## src/bir_pkg.sv

```systemverilog
package bir_pkg;

    // Request numbering
    localparam int unsigned NUM_LEGACY_IRQ = 16;
    localparam int unsigned NUM_TOTAL_IRQ  = 24;
    localparam int unsigned NUM_ROUTED     = 8;
    localparam int unsigned ADV_IRQ_BASE   = 16;

    // Fixed legacy request numbers
    localparam logic [3:0] IRQ_TIMER   = 4'h0;
    localparam logic [3:0] IRQ_KBD     = 4'h1;
    localparam logic [3:0] IRQ_CASCADE = 4'h2;
    localparam logic [3:0] IRQ_FLOPPY  = 4'h6;
    localparam logic [3:0] IRQ_RTC     = 4'h8;
    localparam logic [3:0] IRQ_MOUSE   = 4'hc;
    localparam logic [3:0] IRQ_FPU     = 4'hd;
    localparam logic [3:0] IRQ_ATA_PRI = 4'he;
    localparam logic [3:0] IRQ_ATA_SEC = 4'hf;

    // Reprogrammable defaults for the first serial and parallel port
    localparam logic [3:0] IRQ_COM_DEF = 4'h4;
    localparam logic [3:0] IRQ_LPT_DEF = 4'h7;

    // Legacy numbers a routed input may be steered to: 3-7, 9-12, 14, 15
    localparam logic [15:0] STEER_MASK = 16'hdef8;

    // PCI interrupt pin positions within a connector bundle
    localparam int unsigned PCI_INTA = 0;
    localparam int unsigned PCI_INTB = 1;
    localparam int unsigned PCI_INTC = 2;
    localparam int unsigned PCI_INTD = 3;

    // Values after reset
    localparam logic [23:0] IRQ_RST    = 24'h000000;
    localparam logic [7:0]  ROUTED_RST = 8'h00;
    localparam logic        NMI_RST    = 1'b0;
    localparam logic        ERR_RST    = 1'b0;

    // Controller mode
    typedef enum logic {
        BIR_MODE_LEGACY   = 1'b0,
        BIR_MODE_ADVANCED = 1'b1
    } bir_mode_e;

    // One-hot of a legacy request number
    function automatic logic [15:0] bir_decode(input logic [3:0] sel);
        bir_decode = 16'h0001 << sel;
    endfunction

    // True when a legacy number is legal for steering or reassignment
    function automatic logic bir_steerable(input logic [3:0] sel);
        bir_steerable = |(STEER_MASK & bir_decode(sel));
    endfunction

endpackage

```

## src/bir_route_if.sv

```systemverilog
`timescale 1ns/10ps
// Raw PCI interrupt lines in, routed levels out
interface bir_route_if;
    logic       ieee1394_inta_n;
    logic [3:0] conn1_int_n;
    logic [3:0] conn2_int_n;
    logic [3:0] conn3_int_n;
    logic [7:0] routed_irq_input;

    modport src (
        output ieee1394_inta_n,
        output conn1_int_n,
        output conn2_int_n,
        output conn3_int_n,
        input  routed_irq_input
    );

    modport rtr (
        input  ieee1394_inta_n,
        input  conn1_int_n,
        input  conn2_int_n,
        input  conn3_int_n,
        output routed_irq_input
    );
endinterface

```

## src/bir_pci_router.sv

```systemverilog
`timescale 1ns/10ps
// Board wiring of PCI lines onto the eight routed inputs
module bir_pci_router (
    bir_route_if.rtr rt
);

    // Lines are active low; shared inputs are a wired-OR of asserted sources
    always_comb begin
        rt.routed_irq_input[0] = ~rt.conn3_int_n[bir_pkg::PCI_INTD];
        rt.routed_irq_input[1] = ~rt.ieee1394_inta_n
                               | ~rt.conn3_int_n[bir_pkg::PCI_INTC];
        rt.routed_irq_input[2] = ~rt.conn3_int_n[bir_pkg::PCI_INTA];
        rt.routed_irq_input[3] = ~rt.conn3_int_n[bir_pkg::PCI_INTB];
        rt.routed_irq_input[4] = ~rt.conn1_int_n[bir_pkg::PCI_INTD]
                               | ~rt.conn2_int_n[bir_pkg::PCI_INTC];
        rt.routed_irq_input[5] = ~rt.conn1_int_n[bir_pkg::PCI_INTA]
                               | ~rt.conn2_int_n[bir_pkg::PCI_INTB];
        rt.routed_irq_input[6] = ~rt.conn1_int_n[bir_pkg::PCI_INTB]
                               | ~rt.conn2_int_n[bir_pkg::PCI_INTA];
        rt.routed_irq_input[7] = ~rt.conn1_int_n[bir_pkg::PCI_INTC]
                               | ~rt.conn2_int_n[bir_pkg::PCI_INTD];
    end

endmodule

```

## src/bir_board_irq_routing.sv

```systemverilog
`timescale 1ns/10ps
module bir_board_irq_routing (
    input  wire logic              i_mclk,
    input  wire logic              i_rstn,
    input  wire bir_pkg::bir_mode_e i_mode,
    input  wire logic              i_ieee1394_inta_n,
    input  wire logic [3:0]        i_conn1_int_n,
    input  wire logic [3:0]        i_conn2_int_n,
    input  wire logic [3:0]        i_conn3_int_n,
    input  wire logic [7:0]        i_steer_en,
    input  wire logic [31:0]       i_steer_sel,
    input  wire logic              i_timer_irq,
    input  wire logic              i_kbd_irq,
    input  wire logic              i_cascade_irq,
    input  wire logic              i_floppy_irq,
    input  wire logic              i_rtc_irq,
    input  wire logic              i_fpu_irq,
    input  wire logic              i_mouse_irq,
    input  wire logic              i_ata_pri_irq,
    input  wire logic              i_ata_sec_irq,
    input  wire logic              i_com_irq,
    input  wire logic [3:0]        i_com_sel,
    input  wire logic              i_lpt_irq,
    input  wire logic [3:0]        i_lpt_sel,
    input  wire logic              i_io_chk,
    output logic [23:0]            o_irq,
    output logic                   o_nmi,
    output logic [7:0]             o_routed_irq_input,
    output logic                   o_steer_err
);

    bir_route_if rt ();

    logic [23:0] irq_reg;
    logic [23:0] irq_next;
    logic [7:0]  routed_reg;
    logic        nmi_reg;
    logic        err_reg;
    logic        err_next;
    logic [3:0]  com_num;
    logic [3:0]  lpt_num;

    // Board pins feed the wiring model
    assign rt.ieee1394_inta_n = i_ieee1394_inta_n;
    assign rt.conn1_int_n     = i_conn1_int_n;
    assign rt.conn2_int_n     = i_conn2_int_n;
    assign rt.conn3_int_n     = i_conn3_int_n;

    bir_pci_router u_router (
        .rt (rt)
    );

    // Illegal reassignment falls back to the default, never to a reserved line
    assign com_num = bir_pkg::bir_steerable(i_com_sel) ? i_com_sel : bir_pkg::IRQ_COM_DEF;
    assign lpt_num = bir_pkg::bir_steerable(i_lpt_sel) ? i_lpt_sel : bir_pkg::IRQ_LPT_DEF;

    // Request vector: fixed lines, movable ports, then mode dependent PCI part
    always_comb begin
        irq_next = bir_pkg::IRQ_RST;
        err_next = 1'b0;
        irq_next[bir_pkg::IRQ_TIMER]   = i_timer_irq;
        irq_next[bir_pkg::IRQ_KBD]     = i_kbd_irq;
        irq_next[bir_pkg::IRQ_CASCADE] = i_cascade_irq;
        irq_next[bir_pkg::IRQ_RTC]     = i_rtc_irq;
        irq_next[bir_pkg::IRQ_FPU]     = i_fpu_irq;
        irq_next[15:0] = irq_next[15:0]
                       | ({16{i_floppy_irq}}  & bir_pkg::bir_decode(bir_pkg::IRQ_FLOPPY))
                       | ({16{i_mouse_irq}}   & bir_pkg::bir_decode(bir_pkg::IRQ_MOUSE))
                       | ({16{i_ata_pri_irq}} & bir_pkg::bir_decode(bir_pkg::IRQ_ATA_PRI))
                       | ({16{i_ata_sec_irq}} & bir_pkg::bir_decode(bir_pkg::IRQ_ATA_SEC))
                       | ({16{i_com_irq}}     & bir_pkg::bir_decode(com_num))
                       | ({16{i_lpt_irq}}     & bir_pkg::bir_decode(lpt_num));
        if (i_mode == bir_pkg::BIR_MODE_ADVANCED) begin
            irq_next[23:16] = rt.routed_irq_input;
        end else begin
            for (int k = 0; k < 8; k++) begin
                if (i_steer_en[k]) begin
                    if (bir_pkg::bir_steerable(i_steer_sel[4*k +: 4])) begin
                        // OR-merge lets several inputs share one line
                        irq_next[15:0] = irq_next[15:0]
                            | ({16{rt.routed_irq_input[k]}}
                               & bir_pkg::bir_decode(i_steer_sel[4*k +: 4]));
                    end else begin
                        err_next = 1'b1;
                    end
                end
            end
            irq_next[23:16] = 8'h00;
        end
    end

    // Request outputs, one cycle behind the sources
    always_ff @(posedge i_mclk or negedge i_rstn) begin
        if (!i_rstn) begin
            irq_reg <= bir_pkg::IRQ_RST;
        end else begin
            irq_reg <= irq_next;
        end
    end

    // Routed levels held while any source on them stays asserted
    always_ff @(posedge i_mclk or negedge i_rstn) begin
        if (!i_rstn) begin
            routed_reg <= bir_pkg::ROUTED_RST;
        end else begin
            routed_reg <= rt.routed_irq_input;
        end
    end

    // Channel check goes straight to the non-maskable line
    always_ff @(posedge i_mclk or negedge i_rstn) begin
        if (!i_rstn) begin
            nmi_reg <= bir_pkg::NMI_RST;
        end else begin
            nmi_reg <= i_io_chk;
        end
    end

    // In legacy mode, enabled steering to an illegal number is dropped and flagged
    always_ff @(posedge i_mclk or negedge i_rstn) begin
        if (!i_rstn) begin
            err_reg <= bir_pkg::ERR_RST;
        end else begin
            err_reg <= err_next;
        end
    end

    assign o_irq              = irq_reg;
    assign o_nmi              = nmi_reg;
    assign o_routed_irq_input = routed_reg;
    assign o_steer_err        = err_reg;
endmodule

```

## config.mk

```make
export PLATFORM = sky130hd
export DESIGN_NAME = bir_board_irq_routing
export DESIGN_NICKNAME = d
export VERILOG_FILES = /design/src/bir_pkg.sv /design/src/bir_route_if.sv /design/src/bir_pci_router.sv /design/src/bir_board_irq_routing.sv
export SDC_FILE = /design/constraint.sdc
export NUM_CORES = 1
export LEC_CHECK = 0
export BUFFER_PORTS_ARGS = -buffer_cell sky130_fd_sc_hd__buf_2
export CAP_MARGIN = 20
export CORE_MARGIN = 1.5
export CORE_UTILIZATION = 45
export CTS_BUF_LIST = sky130_fd_sc_hd__clkbuf_4 sky130_fd_sc_hd__clkbuf_8 sky130_fd_sc_hd__clkbuf_16
export CTS_CLUSTER_SIZE = 28
export DETAILED_ROUTE_END_ITERATION = 8
export PLACE_DENSITY = 0.75
export SYNTH_ARGS = -nofsm -noshare
export SYNTH_HDL_FRONTEND = slang
export SYNTH_HIERARCHICAL = 1
export SYNTH_SLANG_ARGS = --single-unit
```

## constraint.sdc

```tcl
create_clock -name i_mclk -period 0.8 [get_ports i_mclk]
set_input_delay 0 -clock i_mclk [delete_from_list [all_inputs] [get_ports i_mclk]]
set_output_delay 0 -clock i_mclk [all_outputs]
set_load 0.005 [all_outputs]
```

==> results of run 1 <==
## metal layers
metal	GRT usage	GRT overflow
met5	0.04630	0
met4	0.7596	13
met3	0.5217	2
met2	0.9306	16
met1	0.7097	0
## through the flow
stage	instance area, um2	util	TNS, ns
after floorplan	2340	-	-0.4300
after global placement	3567	0.7405	-4.624
after detailed placement	3567	0.7405	-4.697
after CTS	4314	0.8956	-0.4572
## kinds of logic after synthesis
logic type / Yosys count
muxes: 1
DFF: 34
AOI/OAI and AO/OA: 73
adders and majority gates: 9
and+or+nand+nor: 132
buffers and inverters: 14
## timing repair
| action | CTS |
|---|---|
| gates resized for setup | 84 |
| setup endpoints to repair | 12 |
| pin swaps | 36 |
| setup buffers | 14 |
| hold buffers | 14 |
| endpoints found under the hold margin | 48 |
==> implementation parameters, run 1 <==
Parameter                              Value

Run status
  Result of the run    stopped before the end
  Stage where the run ended    global routing
  Err    [ERROR GRT-0232] Routing congestion too high. Check the congestion heatmap in the GUI.

Logic synthesis
  Adder-cell share of the synthesized area    0.03907
  Most common cell in the synthesized netlist    sky130_fd_sc_hd__o22ai_1
  Post-synth top cells    sky130_fd_sc_hd__o22ai_1, sky130_fd_sc_hd__dfrtp_1, sky130_fd_sc_hd__nand2_1
  Share of synthesized cell area in and, or, nand and nor gates    0.3462
  Largest family of logic cells by synthesized area    simple AND/OR/NAND/NOR gates
  Cell accounting for the most synthesized area    sky130_fd_sc_hd__dfrtp_1
  Average instance area after synthesis    slightly below 9 um2
  Synthesized area    0.002306 mm2
  Async set or reset register ratio after synthesis    1.000
  Syn Nets    339
  Commonest register cell after synthesis    sky130_fd_sc_hd__dfrtp_1
  Proportion of synthesized area in mux cells    0.004883
  Main area contributors after synthesis    sky130_fd_sc_hd__dfrtp_1, sky130_fd_sc_hd__o22ai_1, sky130_fd_sc_hd__nand4b_1
  Gate count after technology mapping    263
  Number of warning messages in the yosys log    6
  Share of the synthesized area in the top cell type    0.3690
  Share of synthesized area occupied by flip-flops and latches    0.3690
  Number of different library cells in the post-synthesis netlist    38
  Synthesized flop and latch total    34
  Number of enable flip-flop cells after synthesis    0
  Compound-Gate Fraction of Synth Area    0.2132
  XOR/XNOR share of the synthesized area    0

GRT
  GRT Overall Usage    0.7201
  Largest net degree at the start of global routing    35
  Residual overflow from global routing    31

Clock network
  Root Buffer    sky130_fd_sc_hd__clkbuf_8
  Number of buffers created by CTS    5
  Count of clock tree sinks    34
  H-tree depth    2
  CTS Buffer Depth    2

Place
  HPWL Detailed    7559 um
  Placed Cells    515
  Input/output buffers    109
  Final weighted congestion in routability-driven placement    1.117
  Placement-stage worst setup slack    -0.6477 ns

Die
  Starting Density    0.4787
  Number of I/O pins    110
  Die W    roughly 75 um
  Vertical extent of the die    roughly 75 um
  Count of standard-cell rows    25

STA
  Worst-path end type    register data pin
  Worst-slack endpoint at the end of global-route timing repair    o_irq[9]$_DFF_PN0_/D
==> run 2, diff against run 1 <==
--- a/config.mk
+++ b/config.mk
@@ -8,11 +8,9 @@
 export BUFFER_PORTS_ARGS = -buffer_cell sky130_fd_sc_hd__buf_2
 export CAP_MARGIN = 20
 export CORE_MARGIN = 1.5
-export CORE_UTILIZATION = 45
-export CTS_BUF_LIST = sky130_fd_sc_hd__clkbuf_4 sky130_fd_sc_hd__clkbuf_8 sky130_fd_sc_hd__clkbuf_16
-export CTS_CLUSTER_SIZE = 28
+export CORE_UTILIZATION = 30
 export DETAILED_ROUTE_END_ITERATION = 8
-export PLACE_DENSITY = 0.75
+export PLACE_DENSITY_LB_ADDON = 0.15
 export SYNTH_ARGS = -nofsm -noshare
 export SYNTH_HDL_FRONTEND = slang
 export SYNTH_HIERARCHICAL = 1
==> run 2 against run 1 <==
Compared with the run above: the flow now finishes, with violations (hold timing, setup timing); area after synthesis is the same; synthesized cell count did not move.
==> implementation parameters, run 2 <==
Parameter                              Value

Run status
  Result of the run    finished with violations
  Violations in the final reports    hold timing, setup timing

Logic synthesis
  Synthesized area    0.002306 mm2 (unchanged)
  Number of different library cells in the post-synthesis netlist    38 (unchanged)
  Adder-cell share of the synthesized area    0.03907 (unchanged)
  Cell accounting for the most synthesized area    sky130_fd_sc_hd__dfrtp_1
  Share of synthesized cell area in and, or, nand and nor gates    0.3462 (unchanged)
  Share of synthesized area occupied by flip-flops and latches    0.3690 (unchanged)
  Average instance area after synthesis    8.768 um2 (unchanged)
  Async set or reset register ratio after synthesis    1.000 (unchanged)
  Most common cell in the synthesized netlist    sky130_fd_sc_hd__o22ai_1
  Gate count after technology mapping    263 (unchanged)
  XOR/XNOR share of the synthesized area    0 (unchanged)
  Commonest register cell after synthesis    sky130_fd_sc_hd__dfrtp_1
  Largest family of logic cells by synthesized area    simple AND/OR/NAND/NOR gates
  Main area contributors after synthesis    sky130_fd_sc_hd__dfrtp_1, sky130_fd_sc_hd__o22ai_1, sky130_fd_sc_hd__nand4b_1
  Compound-Gate Fraction of Synth Area    0.2132 (unchanged)
  Synthesized flop and latch total    34 (unchanged)
  Proportion of synthesized area in mux cells    0.004883 (unchanged)
  Syn Nets    339 (unchanged)
  Number of warning messages in the yosys log    6 (unchanged)
  Post-synth top cells    sky130_fd_sc_hd__o22ai_1, sky130_fd_sc_hd__dfrtp_1, sky130_fd_sc_hd__nand2_1
  Share of the synthesized area in the top cell type    0.3690 (unchanged)
  Number of enable flip-flop cells after synthesis    0 (unchanged)

STA
  Maximum clock frequency    between 1000 and 1500 MHz
  Setup repair after global routing missed its margin    true
  Slew Limit Fails    0
  Number of hold violations in the final report    1
  Crit path setup slack, layout    -0.1064 ns
  Slew @ Worst Pin    0.4327 ns
  Max_slew headroom    0.7092
  Crit path time final    0.9064 ns
  Worst hold slack    -0.04874 ns
  Setup Viol. Count Final    12
  Final clock period utilization by the worst path    1.133

Routing
  Iteration count of the initial detailed-routing pass    4
  Drt drc    0
  Vias after detailed routing    3,084
  Post-route ant nets    0
  Final wirelength    approximately 10,000 um
  Vias per Instance    5.272
  Mean routed wirelength per cell    17.31 um
  Detailed Route Iter0 Violations    175

GRT
  Met1 Usage GRT    0.3506
  Largest net degree at the start of global routing    35
  Initial antenna violation count    0
  GRT Overall Usage    0.2439
  Met3 GRT Util    0.03030
  Residual overflow from global routing    0
  First-pass GRT wire length    ~16,000 um
  Vias in the first global route    3,028
  Met2 routing resource usage after global routing    0.3772
  Most Crowded Layer GR    met2

Worst setup path
  Worst EP arrival    1.06 ns
  Timing startpoint of the critical path    i_conn2_int_n[3]
  Endpoint of the worst setup timing path    o_irq[7]
  Worst-path maximum fanout    5
  Critical path data required time    0.95 ns
  Startpoint Class    input port
  CP Capture Type    flop
  Worst Path Class, Setup    in2reg

Die
  Floorplan die area    0.008221 mm2
  Die W    90.67 um (+22%)
  Number of I/O pins    110 (unchanged)
  Floorplan Core Area    roughly 0.0073 mm2
  Starting Density    0.3146 (-0.1641)
  Vertical extent of the die    90.67 um (+22%)
  Count of standard-cell rows    31 (+24%)

Finish
  Net count, final    561
  Fraction of layout cells with a size suffix above 1    0.6008
  Number of standard cells in the final layout excluding fillers    585
  Leading cell type in the layout, fill and taps excluded    sky130_fd_sc_hd__buf_4
  Core Util, Final    0.6317
  Number of inserted diodes    0
  Most used cells in the layout excluding fill and tap cells    sky130_fd_sc_hd__buf_4, sky130_fd_sc_hd__buf_2, sky130_fd_sc_hd__dfrtp_1
  Flip-flop count of the largest register after layout    24
  Signed area change from the synthesized netlist to the final layout    100.8%

Clock network
  H-tree depth    2 (unchanged)
  Clock slew seen by the registers of the worst setup and hold paths    about 0.08 ns
  Number of buffers created by CTS    5 (unchanged)
  Cts hold-fix bufs    12 (-2)
  Count of clock tree sinks    34 (unchanged)
  CTS Buffer Depth    2 (unchanged)
  TritonCTS clock tree    done
  Root Buffer    sky130_fd_sc_hd__clkbuf_8

Place
  Final weighted congestion in routability-driven placement    0.9896 (-11%)
  Input/output buffers    109 (unchanged)
  Placement-stage worst setup slack    -0.5341 ns (+0.1135 ns)
  HPWL Detailed    7831 um (+3.6%)
  Placed Cells    558 (+8.3%)

Worst hold path
  Cell count of the worst hold path    3
  Class of the tightest hold or removal check    in2reg

Run
  Number of maximum-capacitance constraint violations    0

Power and ir drop
  VDD IR max    between 0.7 and 0.8 mV
  Cell area power density    1212 mW/mm2
  Leakage power of the design    2.013 nW
  Total power after layout    approximately 0.0056 W
run 2: cell counts after synthesis:
Identical to the previous run, type by type.
run 2: worst min-delay path by stage:
stage / start / to / slack, ns
final: i_mouse_irq / o_irq[12] / -0.05
after global routing: i_mouse_irq / o_irq[12] / -0.04
after CTS: i_mouse_irq / o_irq[12] / -0.03
after detailed placement: i_rstn / o_routed_irq_input[5] / -0.03
after global placement: i_rstn / o_irq[21] / -0.03
after floorplan: i_rstn / o_irq[0] / -0.30
run 2: layout make-up:
class                   count  area, um2
fillers                   626       2700
multi-input cells         215       1859
repair buffers            224       1635
flip-flops and latches     34      850.8
well taps                  99      123.9
clock buffers               5      68.82
clock inverters             3      68.82
inverters                   5      23.77
run 2: worst max-delay path: stages:
cell                       delay (ns)
sky130_fd_sc_hd__buf_6           0.07
sky130_fd_sc_hd__nand2_4         0.06
sky130_fd_sc_hd__nand4b_1        0.19
sky130_fd_sc_hd__buf_4           0.17
sky130_fd_sc_hd__o32ai_4         0.07
sky130_fd_sc_hd__nor4_2          0.32
sky130_fd_sc_hd__o221ai_1        0.17
run 2: metal layers:
metal  routed length [um]  vias to the layer above
met2                 4641                      118
met1                 4681                     1451
li1                     -                     1495
met5                    0                        -
met3                  552                       20
met4                  249                        0
run 2: repair_timing:
item                                    CTS  global route
pin swaps                                30            44
gates resized for setup                  69            60
buffers inserted                          5             5
endpoints found under the hold margin    46             1
gates cloned                              0             0
endpoints found under the setup margin   11            25
run 2: logic make-up after synthesis:
group           after synthesis
simple gates                132
compound gates               73
flops                        34
buf+inv                      14
fa+ha+maj                     9
mux                           1
run 2: per-stage QoR:
stage,setup TNS [ns],cell area (um2)
final,-0.5386,4631
after global routing,-1.212,4631
after CTS,-0.5664,4324
after detailed placement,-5.290,3690
after global placement,-5.264,3690
after floorplan,-0.4300,2340
run 2: report_power, final:
part | internal (W) | switching [W]
logic | 0.000975 | 0.000851
clock network | 0.00125 | 0.000686
registers | 0.00183 | 0.0000249
Power figures use the tool's default switching activity.
==> run 3, diff against run 2 <==
--- a/config.mk
+++ b/config.mk
@@ -5,6 +5,7 @@
 export SDC_FILE = /design/constraint.sdc
 export NUM_CORES = 1
 export LEC_CHECK = 0
+export ABC_AREA = 1
 export BUFFER_PORTS_ARGS = -buffer_cell sky130_fd_sc_hd__buf_2
 export CAP_MARGIN = 20
 export CORE_MARGIN = 1.5
==> run 3 against run 2 <==
Compared with the run above: the run still ends with hold timing, setup timing left; critical path depth decreased by 6; design area up 13%; largest cell class unchanged; via count increased by 37%; largest power group is now combinational logic; sequential share of layout area fell by 2.1 points.
==> implementation parameters, run 3 <==
Parameter                              Value

Logic synthesis
  Synthesized flop and latch total    34 (unchanged)
  Syn Nets    591 (+74%)
  Async set or reset register ratio after synthesis    1.000 (unchanged)
  Cell accounting for the most synthesized area    sky130_fd_sc_hd__dfrtp_1
  Share of synthesized area occupied by flip-flops and latches    0.2773 (-0.09164)
  Most common cell in the synthesized netlist    sky130_fd_sc_hd__nand2_1
  Post-synth top cells    sky130_fd_sc_hd__nand2_1, sky130_fd_sc_hd__nor2_1, sky130_fd_sc_hd__nand4_1
  Commonest register cell after synthesis    sky130_fd_sc_hd__dfrtp_1
  Share of the synthesized area in the top cell type    0.2773 (-0.09164)
  Gate count after technology mapping    515 (+96%)
  Number of enable flip-flop cells after synthesis    0 (unchanged)
  Main area contributors after synthesis    sky130_fd_sc_hd__dfrtp_1, sky130_fd_sc_hd__nand2_1, sky130_fd_sc_hd__nand4_1
  Synthesized area    0.003068 mm2 (+33%)
  Number of different library cells in the post-synthesis netlist    27 (-29%)
  Number of warning messages in the yosys log    6 (unchanged)
  Average instance area after synthesis    5.957 um2 (-32%)

STA
  Setup Viol. Count Final    5 (-7)
  Final clock period utilization by the worst path    1.033 (-0.09998)
  Slew @ Worst Pin    0.3504 ns (-0.08229 ns)
  Maximum clock frequency    1210 MHz (+9.7%)
  Final setup TNS    -0.07659 ns (+0.4620 ns)
  Number of hold violations in the final report    2 (+1)
  Crit path setup slack, layout    -0.02646 ns (+0.07998 ns)
  Worst hold slack    -0.05166 ns (-0.002911 ns)
  Setup repair after global routing missed its margin    true
  Crit path time final    0.8265 ns (-0.07998 ns)
  Max_slew headroom    0.7646 (+0.05546)
  Slew Limit Fails    0 (unchanged)

Place
  Placement-stage worst setup slack    -0.4910 ns (+0.04311 ns)
  HPWL Detailed    9207 um (+18%)
  Input/output buffers    109 (unchanged)
  Final weighted congestion in routability-driven placement    0.9889 (about the same)
  Cell area after placement    0.004287 mm2 (+16%)

Die
  Starting Density    0.3110 (-0.003549)
  Count of standard-cell rows    36 (+16%)
  Floorplan Core Area    0.009864 mm2 (+35%)
  Number of I/O pins    110 (unchanged)
  Floorplan die area    0.01084 mm2 (+32%)
  Die W    104.1 um (+15%)
  Vertical extent of the die    104.1 um (+15%)

Worst setup path
  List of cells traversed by the critical path    buf_2
  Critical path data required time    0.80 ns (-0.15 ns)
  Worst Path Class, Setup    reg2out
  CP max stage cell    sky130_fd_sc_hd__dfrtp_1
  Startpoint Class    flop
  Maximum single-stage delay on the critical path    0.40 ns (+0.08 ns)
  Worst-path maximum fanout    1 (-4)
  Crit path buffers/inverters    1 (-1)
  Worst EP arrival    0.83 ns (-0.23 ns)
  CP Capture Type    primary output
  Delay-heaviest family, CP    flip-flops

Finish
  Finished Cell Area    0.005224 mm2 (+13%)
  Signed area change from the synthesized netlist to the final layout    70.27%
  Area taken by multi-input logic gates    0.002323 mm2 (+25%)
  Number of filler instances in the final layout    1,005 (+61%)
  Fraction of layout cells with a size suffix above 1    0.4441 (-0.1567)
  Net count, final    791 (+41%)
  Number of inserted diodes    0 (unchanged)
  Flip-flop count of the largest register after layout    24 (unchanged)
  Most used cells in the layout excluding fill and tap cells    sky130_fd_sc_hd__nand2_1, sky130_fd_sc_hd__buf_4, sky130_fd_sc_hd__buf_2
  Leading cell type in the layout, fill and taps excluded    sky130_fd_sc_hd__nand2_1
  Sequential Area    850.8 um2 (unchanged)

Routing
  Iteration count of the initial detailed-routing pass    5 (+1)
  Vias after detailed routing    4,236 (+37%)
  Vias per Instance    4.989 (-5.4%)
  Mean routed wirelength per cell    14.40 um (-17%)
  Detailed Route Iter0 Violations    253 (+45%)
  Final wirelength    12,230 um (+21%)
  Drt drc    0 (unchanged)
  Post-route ant nets    0 (unchanged)

Clock network
  Number of buffers created by CTS    5 (unchanged)
  H-tree depth    2 (unchanged)
  Clock slew seen by the registers of the worst setup and hold paths    0.07 ns (about the same)
  Root Buffer    sky130_fd_sc_hd__clkbuf_8
  TritonCTS clock tree    done
  Count of clock tree sinks    34 (unchanged)
  CTS Buffer Depth    2 (unchanged)

Run status
  Result of the run    finished with violations
  Violations in the final reports    hold timing, setup timing

Power and ir drop
  Cell area power density    1003 mW/mm2 (-17%)
  Leakage power of the design    2.825 nW (+40%)
  VDD IR max    0.5589 mV (-27%)
  Total power after layout    0.005238 W (-6.7%)

GRT
  GRT Overall Usage    0.2082 (-0.03561)
  Vias in the first global route    3,814 (+26%)
  Initial antenna violation count    0 (unchanged)
  Residual overflow from global routing    0 (unchanged)
  First-pass GRT wire length    18,200 um (+15%)
  Largest net degree at the start of global routing    35 (unchanged)

Worst hold path
  Class of the tightest hold or removal check    in2reg

Run
  Number of maximum-capacitance constraint violations    0 (unchanged)
run 3: cell count changes in the layout (fill, tap and decap cells not counted), moves of 10 or more:
cell / before / now
sky130_fd_sc_hd__buf_4: 104 / 87
sky130_fd_sc_hd__inv_2: 1 / 16
sky130_fd_sc_hd__nand3_2: 1 / 13
sky130_fd_sc_hd__nand2_1: 18 / 130
sky130_fd_sc_hd__nand4_1: 9 / 67
sky130_fd_sc_hd__nand4b_1: 15 / 0
sky130_fd_sc_hd__nor2_1: 10 / 55
sky130_fd_sc_hd__o22ai_2: 17 / 0
sky130_fd_sc_hd__nand3_1: 3 / 17
sky130_fd_sc_hd__inv_1: 2 / 51
sky130_fd_sc_hd__buf_6: 25 / 14
sky130_fd_sc_hd__nand2_2: 3 / 13
sky130_fd_sc_hd__nor2_2: 0 / 12
sky130_fd_sc_hd__o22ai_1: 19 / 1
run 3: metal layers:
layer / up-vias / global-route usage / part of all wire
li1: 2120 / - / -
met1: 1913 / 0.3032 / 0.47
met2: 185 / 0.3278 / 0.46
met3: 18 / 0.02130 / 0.060
met4: 0 / 0.05258 / 0.016
met5: - / 0 / 0
run 3: stage by stage:
step / std cells / utilization / hold WS (ns)
2_1_floorplan: 515 / - / -0.2956
3_3_place_gp: 812 / 0.4346 / -0.02786
3_5_place_dp: 812 / 0.4346 / -0.03020
4_1_cts: 844 / 0.4795 / -0.06573
5_1_grt: 849 / 0.5296 / -0.05092
6_report: 849 / 0.5296 / -0.05166
run 3: cells by family (layout without fill, tap and decap cells):
family / after synthesis / after routing / share of synthesized area
AOI/OAI and AO/OA: 38 / 38 / 0.07097
buffers and inverters: 92 / 288 / 0.1268
DFF: 34 / 34 / 0.2773
and+or+nand+nor: 351 / 356 / 0.5249
run 3: cell type report:
type | instances | area share
repair buffers | 209 | 0.2889
clock buffers | 6 | 0.01581
inverters | 71 | 0.05341
clock inverters | 2 | 0.002395
well taps | 133 | 0.03186
flip-flops and latches | 34 | 0.1629
multi-input cells | 394 | 0.4448
run 3: what timing repair did:
action                     4_1_cts  5_1_grt
hold buffers                    12        1
cloned                           4        2
hold endpoints to repair        49        3
setup buffers                    8        2
gates resized for setup         48      135
pin swaps                       20       66
setup endpoints to repair       14       22
run 3: where the power goes:
group          switching [W]  internal, W
combinational        0.00114     0.000919
clock               0.000631     0.000691
sequential         0.0000318      0.00183
total                0.00180      0.00344
run 3: final timing paths:
path                              start          end  depth (start not counted)
hold / removal             i_floppy_irq     o_irq[6]                          3
max in group asynchronous        i_rstn     o_irq[6]                          3
min in group asynchronous        i_rstn  o_steer_err                          3
setup / recovery               o_irq[3]     o_irq[3]                          1
==> run 4, diff against run 3 <==
--- a/config.mk
+++ b/config.mk
@@ -8,7 +8,6 @@
 export ABC_AREA = 1
 export BUFFER_PORTS_ARGS = -buffer_cell sky130_fd_sc_hd__buf_2
 export CAP_MARGIN = 20
-export CORE_MARGIN = 1.5
 export CORE_UTILIZATION = 30
 export DETAILED_ROUTE_END_ITERATION = 8
 export PLACE_DENSITY_LB_ADDON = 0.15
==> run 4 against run 3 <==
Compared with the run above: the flow still finishes with violations (hold timing, setup timing); non-clock buffer count down 3; clock power up 45%; power is 7.9% higher; fmax is 1.0% lower; routed wire length is 5.8% lower; setup slack got worse by 0.0083 ns; first-iteration DRC count shrank 33%; sequential share of layout area up 0.84 points; count of clock-buffer cells in the layout decreased by 1; critical endpoint is now o_irq[7]; largest power group is now clock.
==> implementation parameters, run 4 (synthesis gave the netlist of run 3 again) <==
Parameter                              Value

STA
  Number of hold violations in the final report    2 (unchanged)
  Crit path time final    0.8348 ns (+0.008336 ns)
  Slew Limit Fails    0 (unchanged)
  Setup Viol. Count Final    5 (unchanged)
  Max_slew headroom    0.7775 (+0.01288)
  Crit path setup slack, layout    -0.03480 ns (-0.008336 ns)
  Worst hold slack    -0.06606 ns (-0.01441 ns)
  Setup repair after global routing missed its margin    true
  Final clock period utilization by the worst path    1.043 (+0.01042)
  Maximum clock frequency    1198 MHz (-1.0%)
  Final setup TNS    -0.06813 ns (+0.008457 ns)
  Slew @ Worst Pin    0.3312 ns (-0.01918 ns)

Die
  Floorplan die area    0.01063 mm2 (-1.9%)
  Die W    103.1 um (-0.96%)
  Floorplan Core Area    0.009864 mm2 (unchanged)
  Vertical extent of the die    103.1 um (-0.96%)
  Number of I/O pins    110 (unchanged)
  Starting Density    0.3110 (unchanged)
  Count of standard-cell rows    36 (unchanged)

Worst hold path
  Class of the tightest hold or removal check    in2reg
  Hold-critical path endpoint    o_irq[15]
  Cell count of the worst hold path    3 (unchanged)
  Hold wc startpoint    i_ata_sec_irq

Finish
  Finished Cell Area    0.004969 mm2 (-4.9%)
  Signed area change from the synthesized netlist to the final layout    61.95%
  Number of filler instances in the final layout    1,012 (+0.70%)
  Net count, final    786 (-0.63%)
  Area taken by multi-input logic gates    0.002153 mm2 (-7.3%)
  Leading cell type in the layout, fill and taps excluded    sky130_fd_sc_hd__nand2_1
  Number of inserted diodes    0 (unchanged)
  Flip-flop count of the largest register after layout    24 (unchanged)
  Number of standard cells in the final layout excluding fillers    844 (-0.59%)
  Fraction of layout cells with a size suffix above 1    0.4093 (-0.03485)
  Sequential Area    850.8 um2 (unchanged)
  Most used cells in the layout excluding fill and tap cells    sky130_fd_sc_hd__nand2_1, sky130_fd_sc_hd__buf_2, sky130_fd_sc_hd__buf_4

Routing
  Final wirelength    11,510 um (-5.8%)
  Iteration count of the initial detailed-routing pass    4 (-1)
  Detailed Route Iter0 Violations    170 (-33%)
  Mean routed wirelength per cell    13.64 um (-5.3%)
  Drt drc    0 (unchanged)
  Vias per Instance    4.867 (-2.4%)
  Vias after detailed routing    4,108 (-3.0%)
  Post-route ant nets    0 (unchanged)

GRT
  Residual overflow from global routing    0 (unchanged)
  GRT Overall Usage    0.2057 (-0.002526)
  Initial antenna violation count    0 (unchanged)
  Vias in the first global route    3,522 (-7.7%)
  First-pass GRT wire length    16,860 um (-7.4%)
  Largest net degree at the start of global routing    35 (unchanged)

Place
  Placed Cells    814 (+0.25%)
  Final weighted congestion in routability-driven placement    0.9771 (-1.2%)
  Input/output buffers    109 (unchanged)
  Cell area after placement    0.004302 mm2 (+0.35%)
  HPWL Detailed    9165 um (-0.46%)
  Placement-stage worst setup slack    -0.4764 ns (+0.01460 ns)

Worst setup path
  Worst EP arrival    0.83 ns (about the same)
  Delay-heaviest family, CP    flip-flops
  List of cells traversed by the critical path    buf_2
  Critical path data required time    0.80 ns (about the same)
  Crit path buffers/inverters    1 (unchanged)
  CP Capture Type    primary output
  CP max stage cell    sky130_fd_sc_hd__dfrtp_1
  Worst Path Class, Setup    reg2out
  Startpoint Class    flop
  Worst-path maximum fanout    1 (unchanged)
  Maximum single-stage delay on the critical path    0.40 ns (about the same)

Clock network
  CTS Buffer Depth    2 (unchanged)
  Root Buffer    sky130_fd_sc_hd__clkbuf_8
  TritonCTS clock tree    done
  Count of clock tree sinks    34 (unchanged)
  Clock slew seen by the registers of the worst setup and hold paths    0.08 ns (about the same)
  Cts hold-fix bufs    12 (unchanged)
  Number of buffers created by CTS    5 (unchanged)
  H-tree depth    2 (unchanged)

Power and ir drop
  VDD IR max    0.7767 mV (+39%)
  Total power after layout    0.005654 W (+7.9%)
  Leakage power of the design    2.736 nW (-3.1%)
  Cell area power density    1138 mW/mm2 (+13%)

Run status
  Result of the run    finished with violations
  Violations in the final reports    hold timing, setup timing

Run
  Number of maximum-capacitance constraint violations    0 (unchanged)
## run 4: cell count changes in the layout (fill, tap and decap cells not counted), sizes merged
cell,delta
nand4,-1
nand2,-1
clkbuf,-3
clkinvlp,-1
bufinv,+2
dlygate4sd3,-1
## run 4: report_power, final
group,internal (W),switching (W)
sequential,0.00183,0.0000340
clock,0.00125,0.000658
combinational,0.000836,0.00105
total,0.00391,0.00174
## run 4: area by class of cell
| class | instances | area share |
|---|---|---|
| Timing Repair Buffer | 206 | 0.2795 |
| Clock inverter | 3 | 0.01385 |
| Sequential cell | 34 | 0.1712 |
| Multi-Input combinational cell | 392 | 0.4334 |
| Inverter | 71 | 0.05465 |
| Clock buffer | 5 | 0.01385 |
| Tap cell | 133 | 0.03349 |
## run 4: timing repair
item | in CTS | in global routing
cloned | 2 | 2
setup endpoints to repair | 13 | 37
pin swaps | 5 | 37
resized for setup | 24 | 83
hold endpoints to repair | 47 | 2
setup buffers | 1 | 5
## run 4: stage by stage
stage / hold WS, ns / util
2_1_floorplan: -0.2956 / -
3_3_place_gp: -0.03095 / 0.4361
3_5_place_dp: -0.02893 / 0.4361
4_1_cts: -0.06096 / 0.4729
5_1_grt: -0.06319 / 0.5037
6_report: -0.06606 / 0.5037
## run 4: routing by layer
| layer | vias to the layer above | wire length (um) | part of all wire | GRT usage |
|---|---|---|---|---|
| met5 | - | 0 | 0 | 0 |
| met4 | 0 | 79 | 0.0069 | 0.03467 |
| met3 | 11 | 866 | 0.075 | 0.02983 |
| met2 | 152 | 5067 | 0.44 | 0.3251 |
| met1 | 1845 | 5500 | 0.48 | 0.2989 |
| li1 | 2100 | - | - | - |
## run 4: worst max path at each step
stage / from / to / slack (ns) / cells past startpoint
3_5_place_dp: i_conn1_int_n[0] / o_irq[9] / -0.48 / 10
5_1_grt: i_steer_sel[9] / o_irq[9] / -0.11 / 10
6_report: o_irq[7] / o_irq[7] / -0.03 / 1
3_3_place_gp: i_conn1_int_n[0] / o_irq[9] / -0.46 / 10
2_1_floorplan: i_steer_sel[8] / o_irq[12] / -0.07 / 10
4_1_cts: o_irq[7] / o_irq[7] / -0.05 / 1
